$ cat src/pkg/link_event_pkg.sv
// Purpose: constants for the link event indication report block
// Assumes: register word of 16 bits, plain strobe bus
// Notes: codes and reasons as the link controller posts them
package link_event_pkg;
   localparam logic [3:0] code_init_done = 4'h2;
   localparam logic [3:0] code_watchdog = 4'h3;
   localparam logic [3:0] code_error = 4'h4;
   localparam logic [3:0] code_remote_busy = 4'h5;
   localparam logic [3:0] code_connect_ind = 4'h6;
   localparam logic [3:0] code_connect_conf = 4'h7;
   localparam logic [3:0] code_reset_ind = 4'h8;
   localparam logic [3:0] code_reset_conf = 4'h9;
   localparam logic [3:0] code_xid_ind = 4'ha;
   localparam logic [3:0] code_xid_conf = 4'hb;
   localparam logic [3:0] code_test_ind = 4'hc;
   localparam logic [3:0] code_test_conf = 4'hd;
   localparam logic [3:0] code_disc_ind = 4'he;
   localparam logic [3:0] code_disc_conf = 4'hf;
   localparam logic [1:0] reason_zero = 2'h0;
   localparam logic [1:0] reason_wd_tx = 2'h1;
   localparam logic [1:0] reason_wd_rx = 2'h2;
   localparam logic [1:0] reason_busy_set = 2'h0;
   localparam logic [1:0] reason_busy_clear = 2'h1;
   localparam logic [3:0] addr_status = 4'h0;
   localparam logic [3:0] addr_control = 4'h2;
   localparam int code_lsb = 0;
   localparam int reason_lsb = 4;
   localparam int pending_bit = 6;
   localparam int overrun_bit = 7;
   localparam int xid_enable_bit = 8;
   localparam int busy_enable_bit = 11;
   localparam int watchdog_enable_bit = 12;
   localparam logic [15:0] data_zero = 16'h0000;
endpackage

$ cat src/hw/link_event_report.sv
// Purpose: posts link control indications to the host and holds the pending flag
// Assumes: event pulses come one-hot-ish from the link engine, synchronous to mclk
// Notes: one event is posted per cycle; lower code wins when several arrive together
// How it works
// - pending flag rises in the same cycle a new code is stored.
// - posting while pending sets overrun; clears with pending or reset; writes ignored.
// - only the device sets pending; host write-one or reset clears it.
// - four-bit code is stored together with setting pending.
// - reason field only meaningful for watchdog, disconnect, reset, error, busy codes.
// - disconnect and reset reasons carried from the engine as given.
// - init block read complete posts code 2.
// - watchdog expiry posts code 3 if enabled; reason 1 tx, 2 rx.
// - information transfer error posts code 4 with its reason.
// - remote busy change posts code 5 only when busy reporting enabled.
// - sabm received while disconnected posts code 6.
// - successful host connect posts code 7.
// - remote reset or retry timer expiry posts code 8.
// - successful host reset posts code 9.
// - xid command posts code 10 only when xid accept enabled.
// - xid response posts code 11 only when xid accept enabled.
// - test command posts code 12.
// - test response posts code 13.
// - disc received or refused request posts code 14.
// - completed host disconnect posts code 15.
//
// Design decisions made here: strobed register access and the register addresses.
`timescale 1ns/1ps
module link_event_report (
   input wire logic mclk,
   input wire logic rst_b,
   input wire logic clk_en,
   input wire logic [3:0] bus_addr,
   input wire logic [15:0] bus_wdata,
   input wire logic bus_wr,
   input wire logic bus_rd,
   output logic [15:0] bus_rdata,
   input wire logic ev_init_done,
   input wire logic ev_wd_tx,
   input wire logic ev_wd_rx,
   input wire logic ev_error,
   input wire logic [1:0] ev_error_reason,
   input wire logic ev_busy_change,
   input wire logic ev_busy_now,
   input wire logic ev_connect_ind,
   input wire logic ev_connect_conf,
   input wire logic ev_reset_ind,
   input wire logic [1:0] ev_reset_reason,
   input wire logic ev_reset_conf,
   input wire logic ev_xid_cmd,
   input wire logic ev_xid_rsp,
   input wire logic ev_test_cmd,
   input wire logic ev_test_rsp,
   input wire logic ev_disc_ind,
   input wire logic [1:0] ev_disc_ind_reason,
   input wire logic ev_disc_conf,
   input wire logic [1:0] ev_disc_conf_reason,
   output logic primitive_pending_flag,
   output logic indication_overrun_flag,
   output logic [3:0] indication_code,
   output logic [1:0] indication_reason,
   output logic busy_report_enable,
   output logic xid_accept_enable,
   output logic watchdog_enable
);

   typedef struct packed {
      logic pend;
      logic lost;
      logic [3:0] code;
      logic [1:0] reason;
      logic busy_en;
      logic xid_en;
      logic wd_en;
      logic [15:0] rdata;
   } state_t;

   state_t st_reg;
   state_t st_next;
   logic post;
   logic both_wd;
   logic [3:0] new_code;
   logic [1:0] new_reason;
   logic clr_pend;

   function automatic logic [15:0] status_word(input state_t s);
      logic [15:0] w;
      w = link_event_pkg::data_zero;
      w[link_event_pkg::code_lsb +: 4] = s.code;
      w[link_event_pkg::reason_lsb +: 2] = s.reason;
      w[link_event_pkg::pending_bit] = s.pend;
      w[link_event_pkg::overrun_bit] = s.lost;
      return w;
   endfunction

   // event selection, lowest code first
   always_comb
   begin
      post = 1'b1;
      both_wd = 1'b0;
      new_code = link_event_pkg::code_init_done;
      new_reason = link_event_pkg::reason_zero;
      if (ev_init_done)
      begin
         new_code = link_event_pkg::code_init_done;
      end
      else if (st_reg.wd_en && (ev_wd_tx || ev_wd_rx))
      begin
         new_code = link_event_pkg::code_watchdog;
         new_reason = ev_wd_tx ? link_event_pkg::reason_wd_tx : link_event_pkg::reason_wd_rx;
         both_wd = ev_wd_tx && ev_wd_rx;
      end
      else if (ev_error)
      begin
         new_code = link_event_pkg::code_error;
         new_reason = ev_error_reason;
      end
      else if (st_reg.busy_en && ev_busy_change)
      begin
         new_code = link_event_pkg::code_remote_busy;
         new_reason = ev_busy_now ? link_event_pkg::reason_busy_set
                                  : link_event_pkg::reason_busy_clear;
      end
      else if (ev_connect_ind)
      begin
         new_code = link_event_pkg::code_connect_ind;
      end
      else if (ev_connect_conf)
      begin
         new_code = link_event_pkg::code_connect_conf;
      end
      else if (ev_reset_ind)
      begin
         new_code = link_event_pkg::code_reset_ind;
         new_reason = ev_reset_reason;
      end
      else if (ev_reset_conf)
      begin
         new_code = link_event_pkg::code_reset_conf;
      end
      else if (st_reg.xid_en && ev_xid_cmd)
      begin
         new_code = link_event_pkg::code_xid_ind;
      end
      else if (st_reg.xid_en && ev_xid_rsp)
      begin
         new_code = link_event_pkg::code_xid_conf;
      end
      else if (ev_test_cmd)
      begin
         new_code = link_event_pkg::code_test_ind;
      end
      else if (ev_test_rsp)
      begin
         new_code = link_event_pkg::code_test_conf;
      end
      else if (ev_disc_ind)
      begin
         new_code = link_event_pkg::code_disc_ind;
         new_reason = ev_disc_ind_reason;
      end
      else if (ev_disc_conf)
      begin
         new_code = link_event_pkg::code_disc_conf;
         new_reason = ev_disc_conf_reason;
      end
      else
      begin
         post = 1'b0;
      end
   end

   always_comb
   begin
      st_next = st_reg;
      clr_pend = bus_wr && (bus_addr == link_event_pkg::addr_status)
                 && bus_wdata[link_event_pkg::pending_bit];
      if (bus_wr && (bus_addr == link_event_pkg::addr_control))
      begin
         st_next.xid_en = bus_wdata[link_event_pkg::xid_enable_bit];
         st_next.busy_en = bus_wdata[link_event_pkg::busy_enable_bit];
         st_next.wd_en = bus_wdata[link_event_pkg::watchdog_enable_bit];
      end
      if (clr_pend)
      begin
         st_next.pend = 1'b0;
         st_next.lost = 1'b0;
      end
      // a post in the clear cycle wins: the clear was meant for the old code
      if (post && (!st_reg.pend || clr_pend))
      begin
         st_next.code = new_code;
         st_next.reason = new_reason;
         st_next.pend = 1'b1;
         st_next.lost = both_wd;
      end
      else if (post)
      begin
         st_next.lost = 1'b1;
      end
      if (bus_rd && (bus_addr == link_event_pkg::addr_status))
      begin
         st_next.rdata = status_word(st_reg);
      end
      else if (bus_rd && (bus_addr == link_event_pkg::addr_control))
      begin
         st_next.rdata = link_event_pkg::data_zero;
         st_next.rdata[link_event_pkg::xid_enable_bit] = st_reg.xid_en;
         st_next.rdata[link_event_pkg::busy_enable_bit] = st_reg.busy_en;
         st_next.rdata[link_event_pkg::watchdog_enable_bit] = st_reg.wd_en;
      end
      else
      begin
         st_next.rdata = link_event_pkg::data_zero;
      end
   end

   always_ff @(posedge mclk)
   begin
      if (!rst_b)
      begin
         st_reg <= '0;
      end
      else if (clk_en)
      begin
         st_reg <= st_next;
      end
   end

   assign bus_rdata = st_reg.rdata;
   assign primitive_pending_flag = st_reg.pend;
   assign indication_overrun_flag = st_reg.lost;
   assign indication_code = st_reg.code;
   assign indication_reason = st_reg.reason;
   assign busy_report_enable = st_reg.busy_en;
   assign xid_accept_enable = st_reg.xid_en;
   assign watchdog_enable = st_reg.wd_en;

   property p_post_sets_pending;
      @(posedge mclk) disable iff (!rst_b)
      (clk_en && post && !st_reg.pend) |=> (st_reg.pend && st_reg.code == $past(new_code));
   endproperty
   a_post_sets_pending: assert property (p_post_sets_pending)
      else $error("post did not set pending");

   property p_overrun;
      @(posedge mclk) disable iff (!rst_b)
      (clk_en && post && st_reg.pend && !clr_pend) |=> st_reg.lost && $stable(st_reg.code);
   endproperty
   a_overrun: assert property (p_overrun)
      else $error("overrun not flagged");

   property p_pend_only_by_device;
      @(posedge mclk) disable iff (!rst_b)
      (!st_reg.pend && !(clk_en && post)) |=> !st_reg.pend;
   endproperty
   a_pend_only_by_device: assert property (p_pend_only_by_device)
      else $error("pending rose alone");

   property p_clear;
      @(posedge mclk) disable iff (!rst_b)
      (clk_en && clr_pend && !post) |=> !st_reg.pend && !st_reg.lost;
   endproperty
   a_clear: assert property (p_clear)
      else $error("write one did not clear");

   property p_busy_gate;
      @(posedge mclk) disable iff (!rst_b)
      (clk_en && !st_reg.pend && !st_reg.busy_en)
         |=> !(st_reg.pend && st_reg.code == link_event_pkg::code_remote_busy);
   endproperty
   a_busy_gate: assert property (p_busy_gate)
      else $error("busy posted while disabled");

   property p_xid_gate;
      @(posedge mclk) disable iff (!rst_b)
      (clk_en && !st_reg.pend && !st_reg.xid_en) |=> !(st_reg.pend
         && (st_reg.code == link_event_pkg::code_xid_ind
         || st_reg.code == link_event_pkg::code_xid_conf));
   endproperty
   a_xid_gate: assert property (p_xid_gate)
      else $error("xid posted while disabled");

   property p_init_code;
      @(posedge mclk) disable iff (!rst_b)
      (clk_en && ev_init_done && !st_reg.pend) |=> st_reg.code == link_event_pkg::code_init_done;
   endproperty
   a_init_code: assert property (p_init_code)
      else $error("init code wrong");

   property p_wd_both;
      @(posedge mclk) disable iff (!rst_b)
      (clk_en && st_reg.wd_en && ev_wd_tx && ev_wd_rx && !ev_init_done && !st_reg.pend)
         |=> st_reg.lost && st_reg.code == link_event_pkg::code_watchdog;
   endproperty
   a_wd_both: assert property (p_wd_both)
      else $error("both watchdogs not marked");

   property p_disc_conf;
      @(posedge mclk) disable iff (!rst_b)
      (clk_en && ev_disc_conf && !st_reg.pend && post
         && new_code == link_event_pkg::code_disc_conf)
         |=> st_reg.reason == $past(ev_disc_conf_reason);
   endproperty
   a_disc_conf: assert property (p_disc_conf)
      else $error("disconnect reason lost");

   property p_overrun_needs_pend;
      @(posedge mclk) disable iff (!rst_b)
      st_reg.lost |-> st_reg.pend;
   endproperty
   a_overrun_needs_pend: assert property (p_overrun_needs_pend)
      else $error("overrun flag set without pending");

   // no disable here: this one has to watch the reset itself
   property p_reset_clears;
      @(posedge mclk)
      !rst_b |=> !st_reg.pend && !st_reg.lost;
   endproperty
   a_reset_clears: assert property (p_reset_clears)
      else $error("reset left a flag set");

   property p_code_held;
      @(posedge mclk) disable iff (!rst_b)
      (st_reg.pend && !(clk_en && clr_pend))
         |=> $stable(st_reg.code) && $stable(st_reg.reason);
   endproperty
   a_code_held: assert property (p_code_held)
      else $error("code changed while pending");

   property p_reason_zero;
      @(posedge mclk) disable iff (!rst_b)
      (clk_en && post && !st_reg.pend
         && new_code != link_event_pkg::code_watchdog
         && new_code != link_event_pkg::code_error
         && new_code != link_event_pkg::code_remote_busy
         && new_code != link_event_pkg::code_reset_ind
         && new_code != link_event_pkg::code_disc_ind
         && new_code != link_event_pkg::code_disc_conf)
         |=> st_reg.reason == link_event_pkg::reason_zero;
   endproperty
   a_reason_zero: assert property (p_reason_zero)
      else $error("reason not zero for a code without one");

   property p_wd_rx;
      @(posedge mclk) disable iff (!rst_b)
      (clk_en && st_reg.wd_en && ev_wd_rx && !ev_wd_tx && !ev_init_done && !st_reg.pend)
         |=> st_reg.code == link_event_pkg::code_watchdog
         && st_reg.reason == link_event_pkg::reason_wd_rx;
   endproperty
   a_wd_rx: assert property (p_wd_rx)
      else $error("receive watchdog reason wrong");

   property p_busy_reason;
      @(posedge mclk) disable iff (!rst_b)
      (clk_en && post && new_code == link_event_pkg::code_remote_busy && !st_reg.pend)
         |=> st_reg.reason == ($past(ev_busy_now) ? link_event_pkg::reason_busy_set
                                                   : link_event_pkg::reason_busy_clear);
   endproperty
   a_busy_reason: assert property (p_busy_reason)
      else $error("busy reason wrong");
endmodule

$ cat config.mk
export PLATFORM = sky130hd
export DESIGN_NAME = link_event_report
export DESIGN_NICKNAME = d
export VERILOG_FILES = /design/src/pkg/link_event_pkg.sv /design/src/hw/link_event_report.sv
export SDC_FILE = /design/constraint.sdc
export NUM_CORES = 1
export LEC_CHECK = 0
export BUFFER_PORTS_ARGS = -buffer_cell sky130_fd_sc_hd__buf_4
export CAP_MARGIN = 0
export CORE_MARGIN = 2
export CORE_UTILIZATION = 35
export CTS_CLUSTER_DIAMETER = 80
export DETAILED_ROUTE_END_ITERATION = 8
export PLACE_DENSITY = 0.71
export SKIP_LAST_GASP = 1
export SLEW_MARGIN = 10
export SYNTH_ARGS = -nofsm -noshare
export SYNTH_HDL_FRONTEND = slang
export SYNTH_SLANG_ARGS = --single-unit
$ cat constraint.sdc
create_clock -name mclk -period 1.54 [get_ports mclk]
set_input_delay 0.385 -clock mclk [delete_from_list [all_inputs] [get_ports mclk]]
set_output_delay 0.385 -clock mclk [all_outputs]
set_load 0.05 [all_outputs]
==> summary.txt, run 1 <==
STA
  • Final TNS setup: -36.24 ps
  • Final Hold Fails: 0
  • Layout Skew: 18.36 ps
  • Post-route minimum period: 1558 ps
  • Unrepaired setup endpoints after global routing: true
  • # setup viols final: 3
  • Max frequency: 0.6418 GHz
  • Final period util: 1.012
  • Slew Viols, Final: 0
  • Worst setup margin: -18.14 ps

Floorplanning
  • Core box area: 3284 um^2
  • I/O pin cnt: 76
  • Initial Util: 0.3577
  • Die span in x: 61.94 um
  • Area of the die: 3836 um^2
  • Std-Cell Rows: 21
  • Die height: 61.94 um

Global routing
  • GR peak layer: met2
  • GRT overflow: 0
  • Met3 GRT Util: 0.02484
  • Vias in the first global route: 1142
  • Met2 global-route usage: 0.2857
  • First-pass GRT wire length: 5.043 mm
  • Initial antenna violation count: 0
  • Grt met1 use: 0.2358
  • Largest net degree at the start of global routing: 19
  • Total track usage: 0.1739

Run status
  • Failing checks: negative setup slack
  • Outcome: finished, violations left

Yosys
  • Post-synth EDFFs: 0
  • Cells after Synth: 142
  • Most frequent cells after synthesis: nor2_1, dfxtp_1, a21oi_1, nand2_1, nor2b_1
  • Area leader, netlist: dfxtp_1
  • Sequential share of the synthesized area: 0.3749
  • Most frequent cell after synthesis: nor2_1
  • Top FF cell, synth: dfxtp_1
  • Async SR Flop Fraction: 0
  • Area share of the largest cell type after synthesis: 0.3749
  • Syn avg cell area: 8.274 um^2
  • Top cells by area, synth: dfxtp_1, nor2_1, nor2b_1
  • Post-synthesis cell type count: 41
  • Register bit total from synthesis: 22
  • Mapped cell area: 1175 um^2
  • Warnings, synthesis: 0

Pwr
  • Reg power frac: 0.488
  • Peak VDD IR: 0.2882 mV
  • Power share of the clock group: 0.260
  • Switching Share: 0.2878
  • Logic gate share of total power: 0.252
  • Static leakage: 0.8489 nW
  • P per Cell Area: 661.6 nW/um^2
  • Internal power: 0.0008625 W
  • Sw power: 0.0003486 W

Final layout
  • Diodes inserted: 0
  • Area grow syn2layout: 55.80%
  • Layout Nets: 270
  • Final core occ: 0.5573
  • Layout cells sized above 1: 0.4364

Clock tree
  • # H-tree levels: 1
  • Post-cts hold buffer count: 0
  • Inserted Clock Buffers: 3
  • Postcts setup bufs: 0
  • Clk slew on worst S/H paths: 130 ps
  • Clock Sinks: 22
  • Latest clock arrival within the worst-skew pair: 310 ps
  • Clock Tree Buf Depth: 2
  • Clk root buf: clkbuf_4
  • CTS tree: yes

Drt
  • WL/cell: 11.98 um
  • First DRT Iteration DRCs: 61
  • Via density: 4.816
  • TritonRoute pass-1 iters: 4
  • Via count: 1281
  • Routed WL: 3.188 mm
  • DRC viols: 0
  • Routed Antenna Nets: 0

Min path
  • Worst min path class: input port to flop
  • Hold depth: 3

Setup path
  • Slowest CP cell: a2111o_1
  • Critical path, cell by cell: a2111o_1 -> nor3_4 -> a31oi_1 -> buf_4 -> o221a_1
  • WP data arrival: 1750 ps
  • R2R cell count: 5
  • Critical path depth: 5
  • CP peak stage delay: 420 ps
  • Crit end category: flop
  • Worst EP required: 1730 ps
  • Setup CP Type: flop to flop
  • Worst setup SP type: flop
  • Critical path's top delay family: compound AO/OA/AOI/OAI gates
  • Crit Path Max Fanout: 5
  • Worst path bufs/invs: 1

Place
  • IO buf count: 58
  • Routability Congestion: 0.8344
  • Dpl hpwl: 2.551 mm

Job
  • Max Cap Violations: 0
==> what timing repair did <==
action,4_1_cts,5_1_grt
endpoints found under the hold margin,0,0
resized for setup,3,2
setup endpoints to repair,7,8
gates cloned,1,0
pin swaps,7,1
==> path summary, 6_finish.rpt <==
kind | endpoint | slack [ps] | startpoint
worst max-delay path | indication_code[3]$_SDFFE_PN0P_ | -20 | busy_report_enable$_SDFFE_PN0P_
worst min-delay path | watchdog_enable$_SDFFE_PN0P_ | 300 | bus_wdata[12]
worst max register to register | indication_code[3]$_SDFFE_PN0P_ | -20 | busy_report_enable$_SDFFE_PN0P_
worst min register to register | indication_reason[0]$_SDFFE_PN0P_ | 500 | indication_reason[0]$_SDFFE_PN0P_
==> cells in the final DEF (no fill, tap or decap), drive strengths merged, types with 3 or more instances in the layout <==
| cell type | count |
|---|---|
| a21oi | 13 |
| buf | 79 |
| clkbuf | 4 |
| conb | 5 |
| dfxtp | 22 |
| inv | 3 |
| mux2i | 3 |
| nand2 | 13 |
| nand3 | 3 |
| nor2 | 26 |
| nor2b | 12 |
| o21ai | 3 |
| o22ai | 3 |
==> state kept, by name, indices dropped and copies added (netlist names) <==
register                 count
busy_report_enable           1
bus_rdata                   11
indication_reason            2
xid_accept_enable            1
indication_code              4
indication_overrun_flag      1
watchdog_enable              1
primitive_pending_flag       1
==> cell families after synthesis <==
kind of cell    synth area share
simple gates              0.2812
compound gates            0.2481
flops                     0.3749
buf+inv                  0.06709
mux                      0.02556
other cells             0.003192
==> per-stage QoR <==
step	setup WS (ps)	hold WS (ps)	instances	instance area [um^2]	power, W
detailed placement	-274.7	485.8	261	1775	0.0009020
floorplan	-102.7	526.9	146	1200	0.0007630
finish	-18.14	297.9	266	1831	0.001211
global route	-67.38	303.5	266	1831	0.001281
CTS	-61.32	301.2	266	1826	0.001215
global placement	-260.9	486.0	261	1775	0.0009007
==> worst register-to-register path: stages, from the launching register on <==
cell and delay (ps):
dfxtp_4 360, a2111o_1 420, nor3_4 150, a31oi_1 130
buf_4 180, o221a_1 200
==> cell type report <==
type                       instances  area [um^2]
inverter                           4        15.01
multi-input combinational        111        684.4
timing repair buffer              79        590.6
tap                               46        57.56
clock buffer                       4        36.28
sequential                        22        446.7
fill                             302         1454
==> power by group through the flow <==
stage / Combinational (W) / Sequential (W) / Clock (W)
5_1_grt: 0.000330 / 0.000593 / 0.000358
4_1_cts: 0.000305 / 0.000591 / 0.000319
3_5_place_dp: 0.000299 / 0.000603 / 0
6_report: 0.000305 / 0.000591 / 0.000315
3_3_place_gp: 0.000297 / 0.000603 / 0
2_1_floorplan: 0.000121 / 0.000642 / 0
==> metal layers <==
metal / vias up / routed length (um) / part of all wire
met5: - / 0 / 0
met4: 0 / 25 / 0.0078
met3: 2 / 214 / 0.067
met2: 51 / 1505 / 0.47
met1: 569 / 1443 / 0.45
li1: 659 / - / -
Note: power is estimated with default switching activity, not from simulation.
==> inputs of run 2 (changes only) <==
CORE_UTILIZATION = 37   (was 35)
MAX_ROUTING_LAYER = met4   (was default)
PLACE_DENSITY = 0.74   (was 0.71)
==> run 2 against run 1 <==
The flow still finishes with violations (negative setup slack). Utilization rose by 5.1 points. Wire length rose by 1.3%. Setup slack got worse by 52 ps. Sequential power barely moved. Cell area rose by 0.55%. Final cell count fell by 1.1%. Critical path depth rose by 1. First-iteration DRC count fell by 1.6%. Via count rose by 3.8%. Critical path type unchanged. Largest cell class unchanged. Highest routed layer unchanged.
==> summary.txt, run 2 (same netlist as run 1, synthesis figures left out) <==
Run status
  • Outcome: finished, violations left (unchanged)
  • Failing checks: negative setup slack (unchanged)

STA
  • Final period util: 1.046 (was 1.012)
  • Final TNS setup: -188.0 ps (was -36.24 ps)
  • Max frequency: 0.6211 GHz (was 0.6418 GHz)
  • Final Hold Fails: 0 (unchanged)
  • Unrepaired setup endpoints after global routing: true (unchanged)
  • Worst setup margin: -70.18 ps (was -18.14 ps)
  • Slew Viols, Final: 0 (unchanged)
  • Hold slack: 314.8 ps (was 297.9 ps)
  • Post-route minimum period: 1610 ps (was 1558 ps)
  • Layout Skew: 7.400 ps (was 18.36 ps)
  • # setup viols final: 6 (was 3)

Global routing
  • GRT overflow: 0 (unchanged)
  • Vias in the first global route: 1211 (was 1142)
  • Largest net degree at the start of global routing: 14 (was 19)
  • Total track usage: 0.1927 (was 0.1739)
  • Initial antenna violation count: 0 (unchanged)
  • First-pass GRT wire length: 5.257 mm (was 5.043 mm)

Final layout
  • Most frequent cells in the layout: buf_4, nor2_1, dfxtp_1 (unchanged)
  • Area grow syn2layout: 56.66% (was 55.80%)
  • Diodes inserted: 0 (unchanged)
  • Most common cell after layout, fill and taps aside: buf_4 (unchanged)
  • Layout Nets: 269 (was 270)
  • Layout cells sized above 1: 0.4429 (was 0.4364)
  • Fillers: 269 (was 302)
  • Reg area: 446.7 um^2 (unchanged)
  • Multi-input logic area: 698.2 um^2 (was 684.4 um^2)
  • Max FFs per register: 11 (unchanged)

Clock tree
  • Latest clock arrival within the worst-skew pair: 300 ps (was 310 ps)
  • # H-tree levels: 1 (unchanged)
  • Clock Tree Buf Depth: 2 (unchanged)
  • Clk root buf: clkbuf_4 (unchanged)
  • Inserted Clock Buffers: 3 (unchanged)
  • Clk slew on worst S/H paths: 110 ps (was 130 ps)
  • CTS tree: yes (unchanged)
  • Clock Sinks: 22 (unchanged)

Setup path
  • R2r endpoint: indication_code[2]$_SDFFE_PN0P_ (was indication_code[3]$_SDFFE_PN0P_)
  • WP data arrival: 1850 ps (was 1750 ps)
  • CP Capture Point: indication_code[2]$_SDFFE_PN0P_ (was indication_code[3]$_SDFFE_PN0P_)
  • Reg2reg start: busy_report_enable$_SDFFE_PN0P_ (unchanged)
  • Crit Path Max Fanout: 10 (was 5)
  • R2R cell count: 6 (was 5)
  • Worst setup SP type: flop (unchanged)
  • R2R Setup Slk: -70 ps (was -20 ps)
  • Crit end category: flop (unchanged)
  • Worst setup path startpoint: busy_report_enable$_SDFFE_PN0P_ (unchanged)
  • Worst EP required: 1780 ps (was 1730 ps)
  • Setup CP Type: flop to flop (unchanged)

Drt
  • Via density: 5.057 (was 4.816)
  • WL/cell: 12.27 um (was 11.98 um)
  • First DRT Iteration DRCs: 60 (was 61)
  • DRC viols: 0 (unchanged)
  • Routed WL: 3.228 mm (was 3.188 mm)
  • TritonRoute pass-1 iters: 4 (unchanged)
  • Routed Antenna Nets: 0 (unchanged)
  • Via count: 1330 (was 1281)

Floorplanning
  • Core box area: 3028 um^2 (was 3284 um^2)
  • I/O pin cnt: 76 (unchanged)
  • Area of the die: 3642 um^2 (was 3836 um^2)
  • Initial Util: 0.3880 (was 0.3577)
  • Std-Cell Rows: 20 (was 21)
  • Die height: 60.35 um (was 61.94 um)
  • Die span in x: 60.35 um (was 61.94 um)

Place
  • IO buf count: 58 (unchanged)
  • Routability Congestion: 0.8247 (was 0.8344)
  • Dpl hpwl: 2.626 mm (was 2.551 mm)

Min path
  • Min-delay src: bus_wdata[11] (was bus_wdata[12])
  • Worst min path class: input port to flop (unchanged)

Pwr
  • Peak VDD IR: 0.2790 mV (was 0.2882 mV)
  • P per Cell Area: 655.9 nW/um^2 (was 661.6 nW/um^2)
  • Static leakage: 0.8434 nW (was 0.8489 nW)

Job
  • Max Cap Violations: 0 (unchanged)
run 2: critical path: stages, from the launching register on:
cell and delay (ps):
dfxtp_4 360, a2111o_1 410, nor3_4 190, a31oi_1 100, buf_4 190, nand2b_2 170, a21oi_1 130
run 2: worst min path at each step:
| stage | endpoint | depth (start not counted) | slack (ps) |
|---|---|---|---|
| 5_1_grt | busy_report_enable$_SDFFE_PN0P_ | 3 | 310 |
| 2_1_floorplan | indication_code[3]$_SDFFE_PN0P_ | 1 | 530 |
| 4_1_cts | busy_report_enable$_SDFFE_PN0P_ | 3 | 310 |
| 3_5_place_dp | indication_reason[1]$_SDFFE_PN0P_ | 2 | 490 |
| 6_report | busy_report_enable$_SDFFE_PN0P_ | 3 | 310 |
| 3_3_place_gp | indication_code[0]$_SDFFE_PN0P_ | 2 | 490 |
run 2: layout make-up:
| cell class | instances | area share |
|---|---|---|
| clock buffers | 4 | 0.01971 |
| inverters | 4 | 0.008158 |
| multi-input cells | 111 | 0.3793 |
| flip-flops and latches | 22 | 0.2427 |
| well taps | 44 | 0.02991 |
| repair buffers | 78 | 0.3202 |
run 2: per-layer routing:
metal,share of wire,track usage
met5,0,-
met4,0.0053,0.04762
met3,0.064,0.02559
met2,0.50,0.3307
met1,0.43,0.2388
run 2: what timing repair did:
action	4_1_cts	5_1_grt
buffers inserted	0	1
gates resized for setup	1	5
pin swaps	1	0
setup endpoints to repair	7	8
hold buffers	0	0
run 2: power by group:
part	internal (W)	total [W]	switching (W)
registers	0.000579	0.000590	0.0000110
logic	0.000140	0.000310	0.000169
clock network	0.000144	0.000307	0.000163
total	0.000864	0.00121	0.000344
run 2: metrics by stage:
stage | setup slack, ps | area [um^2] | total power (W) | utilization | std cells
2_1_floorplan | -102.7 | 1200 | 0.0007630 | - | 146
3_3_place_gp | -234.7 | 1765 | 0.0008978 | 0.5831 | 258
3_5_place_dp | -259.0 | 1765 | 0.0009028 | 0.5831 | 258
4_1_cts | -85.34 | 1807 | 0.001207 | 0.5967 | 262
5_1_grt | -134.1 | 1841 | 0.001259 | 0.6079 | 263
6_report | -70.18 | 1841 | 0.001207 | 0.6079 | 263
==> inputs of run 3 (changes only) <==
CORE_ASPECT_RATIO = 1.5   (was default)
==> run 3 against run 2 <==
Critical path depth is 1 lower. Setup slack better by 26 ps. Maximum frequency is 1.7% higher. The run still ends with negative setup slack left. Sequential power hardly changed. Count of clock-buffer cells in the layout stayed put. Worst hold slack better by 41 ps. Non-clock buffer count is 3 higher. Power is 5.3% higher. Largest power group unchanged.
==> summary.txt, run 3 (same netlist as run 1, synthesis figures left out) <==
Setup path
  • Reg2reg start: busy_report_enable$_SDFFE_PN0P_ (unchanged)
  • Critical path's top delay family: compound AO/OA/AOI/OAI gates (unchanged)
  • Worst path bufs/invs: 1 (unchanged)
  • Crit Path Max Fanout: 3 (was 10)
  • Worst EP required: 1710 ps (was 1780 ps)
  • Critical path, cell by cell: a2111o_1 -> nor3_4 -> a31oi_2 -> buf_4 -> a211oi_1 (was a2111o_1 -> nor3_4 -> a31oi_1 -> buf_4 -> nand2b_2 -> a21oi_1)
  • CP peak stage delay: 430 ps (was 410 ps)
  • WP data arrival: 1750 ps (was 1850 ps)
  • Crit end category: flop (unchanged)
  • R2r endpoint: indication_overrun_flag$_SDFFE_PN0P_ (was indication_code[2]$_SDFFE_PN0P_)
  • Slowest CP cell: a2111o_1 (unchanged)
  • Setup CP Type: flop to flop (unchanged)
  • R2R Setup Slk: -40 ps (was -70 ps)
  • R2R cell count: 5 (was 6)
  • Worst setup SP type: flop (unchanged)

Clock tree
  • Post-cts hold buffer count: 0 (unchanged)
  • # H-tree levels: 1 (unchanged)
  • CTS tree: yes (unchanged)
  • Latest clock arrival within the worst-skew pair: 260 ps (was 300 ps)
  • Inserted Clock Buffers: 3 (unchanged)
  • Clock Tree Buf Depth: 2 (unchanged)
  • Clk root buf: clkbuf_8 (was clkbuf_4)
  • Clk slew on worst S/H paths: 80 ps (was 110 ps)
  • Clock Sinks: 22 (unchanged)

Drt
  • DRC viols: 0 (unchanged)
  • WL/cell: 12.98 um (was 12.27 um)
  • Via count: 1327 (was 1330)
  • First DRT Iteration DRCs: 19 (was 60)
  • Routed Antenna Nets: 0 (unchanged)
  • M1 WL: 1.243 mm (was 1.398 mm)
  • Max Used Layer: met4 (unchanged)
  • Met2 WL: 1.922 mm (was 1.605 mm)
  • Routed WL: 3.402 mm (was 3.228 mm)
  • TritonRoute pass-1 iters: 6 (was 4)
  • Via density: 5.065 (was 5.057)
  • Met3 wire length: 162 um (was 207 um)

STA
  • Max frequency: 0.6313 GHz (was 0.6211 GHz)
  • # setup viols final: 4 (was 6)
  • Slew Viols, Final: 0 (unchanged)
  • Worst setup margin: -43.92 ps (was -70.18 ps)
  • Unrepaired setup endpoints after global routing: true (unchanged)
  • Final period util: 1.029 (was 1.046)
  • Post-route minimum period: 1584 ps (was 1610 ps)
  • Final Hold Fails: 0 (unchanged)
  • Layout Skew: 3.837 ps (was 7.400 ps)

Min path
  • Hold EP: watchdog_enable$_SDFFE_PN0P_ (was busy_report_enable$_SDFFE_PN0P_)
  • Hold depth: 3 (unchanged)
  • Min-delay src: bus_wdata[12] (was bus_wdata[11])
  • Worst min path class: input port to flop (unchanged)

Floorplanning
  • Core box area: 3097 um^2 (was 3028 um^2)
  • I/O pin cnt: 76 (unchanged)
  • Initial Util: 0.3794 (was 0.3880)
  • Area of the die: 3651 um^2 (was 3642 um^2)
  • Std-Cell Rows: 25 (was 20)
  • Die height: 73.02 um (was 60.35 um)
  • Die span in x: 50.01 um (was 60.35 um)

Final layout
  • Most frequent cells in the layout: buf_4, nor2_1, dfxtp_1 (unchanged)
  • Layout Nets: 272 (was 269)
  • Final core occ: 0.6081 (was 0.6079)
  • Final Cell Area: 1883 um^2 (was 1841 um^2)
  • Fillers: 315 (was 269)
  • Layout cells sized above 1: 0.4640 (was 0.4429)
  • Max FFs per register: 11 (unchanged)
  • Diodes inserted: 0 (unchanged)
  • Area grow syn2layout: 60.28% (was 56.66%)
  • Most common cell after layout, fill and taps aside: buf_4 (unchanged)

Global routing
  • GRT overflow: 0 (unchanged)
  • Vias in the first global route: 1337 (was 1211)
  • First-pass GRT wire length: 5.589 mm (was 5.257 mm)
  • Largest net degree at the start of global routing: 19 (was 14)
  • Total track usage: 0.2032 (was 0.1927)
  • Initial antenna violation count: 0 (unchanged)

Place
  • IO buf count: 58 (unchanged)
  • Placed inst area: 1783 um^2 (was 1765 um^2)
  • Routability Congestion: 0.8295 (was 0.8247)
  • Dpl hpwl: 2.713 mm (was 2.626 mm)
  • Worst slack, placed: -293.2 ps (was -259.0 ps)

Pwr
  • P per Cell Area: 674.8 nW/um^2 (was 655.9 nW/um^2)
  • Static leakage: 0.8651 nW (was 0.8434 nW)
  • Peak VDD IR: 0.5684 mV (was 0.2790 mV)

Run status
  • Outcome: finished, violations left (unchanged)
  • Failing checks: negative setup slack (unchanged)

Job
  • Max Cap Violations: 0 (unchanged)
==> run 3: final cells by class <==
type	instances	area [um^2]	share of cell area
inverters	4	15.01	0.007973
repair buffers	81	611.8	0.3249
multi-input cells	111	714.4	0.3794
flip-flops and latches	22	446.7	0.2372
clock buffers	4	45.04	0.02392
well taps	40	50.05	0.02658
==> run 3: how the worst max path moves through the flow <==
stage                     depth (start not counted)                                    to                             from  slack [ps]
after floorplan                                   5       indication_code[3]$_SDFFE_PN0P_                   ev_busy_change        -100
after global placement                            7       indication_code[2]$_SDFFE_PN0P_                   ev_busy_change        -270
after detailed placement                          7       indication_code[2]$_SDFFE_PN0P_                   ev_busy_change        -290
after CTS                                         5       indication_code[3]$_SDFFE_PN0P_  busy_report_enable$_SDFFE_PN0P_         -50
after global routing                              6       indication_code[2]$_SDFFE_PN0P_  busy_report_enable$_SDFFE_PN0P_        -120
final                                             5  indication_overrun_flag$_SDFFE_PN0P_  busy_report_enable$_SDFFE_PN0P_         -40
==> run 3: metal layers <==
layer  vias up  global-route usage
met5         -                   -
met4         0              0.1019
met2        50              0.3947
met3         8             0.02049
li1        663                   -
met1       606              0.1916
==> run 3: what timing repair did <==
action                     4_1_cts  5_1_grt
setup buffers                    1        0
resized for setup                4        6
setup endpoints to repair        8        8
pin swaps                        8        2
cloned                           0        0
==> run 3: through the flow <==
stage / cells / setup TNS, ps / hold WS, ps / power (W)
2_1_floorplan: 146 / -378.4 / 526.9 / 0.0007630
3_3_place_gp: 257 / -1746 / 481.1 / 0.0009056
3_5_place_dp: 257 / -2008 / 476.6 / 0.0009083
4_1_cts: 262 / -192.6 / 361.5 / 0.001270
5_1_grt: 262 / -630.7 / 375.9 / 0.001325
6_report: 262 / -83.27 / 356.1 / 0.001271
==> run 3: worst min-delay path, stage by stage <==
cell and delay [ps]:
buf_4 80, mux2i_1 50, nor2_1 70
==> run 3: power by group <==
group	leakage (nW)	switching, W	internal [W]
sequential	0.180	0.0000109	0.000579
clock	0.0228	0.000177	0.000184
combinational	0.662	0.000173	0.000147
total	0.865	0.000360	0.000910
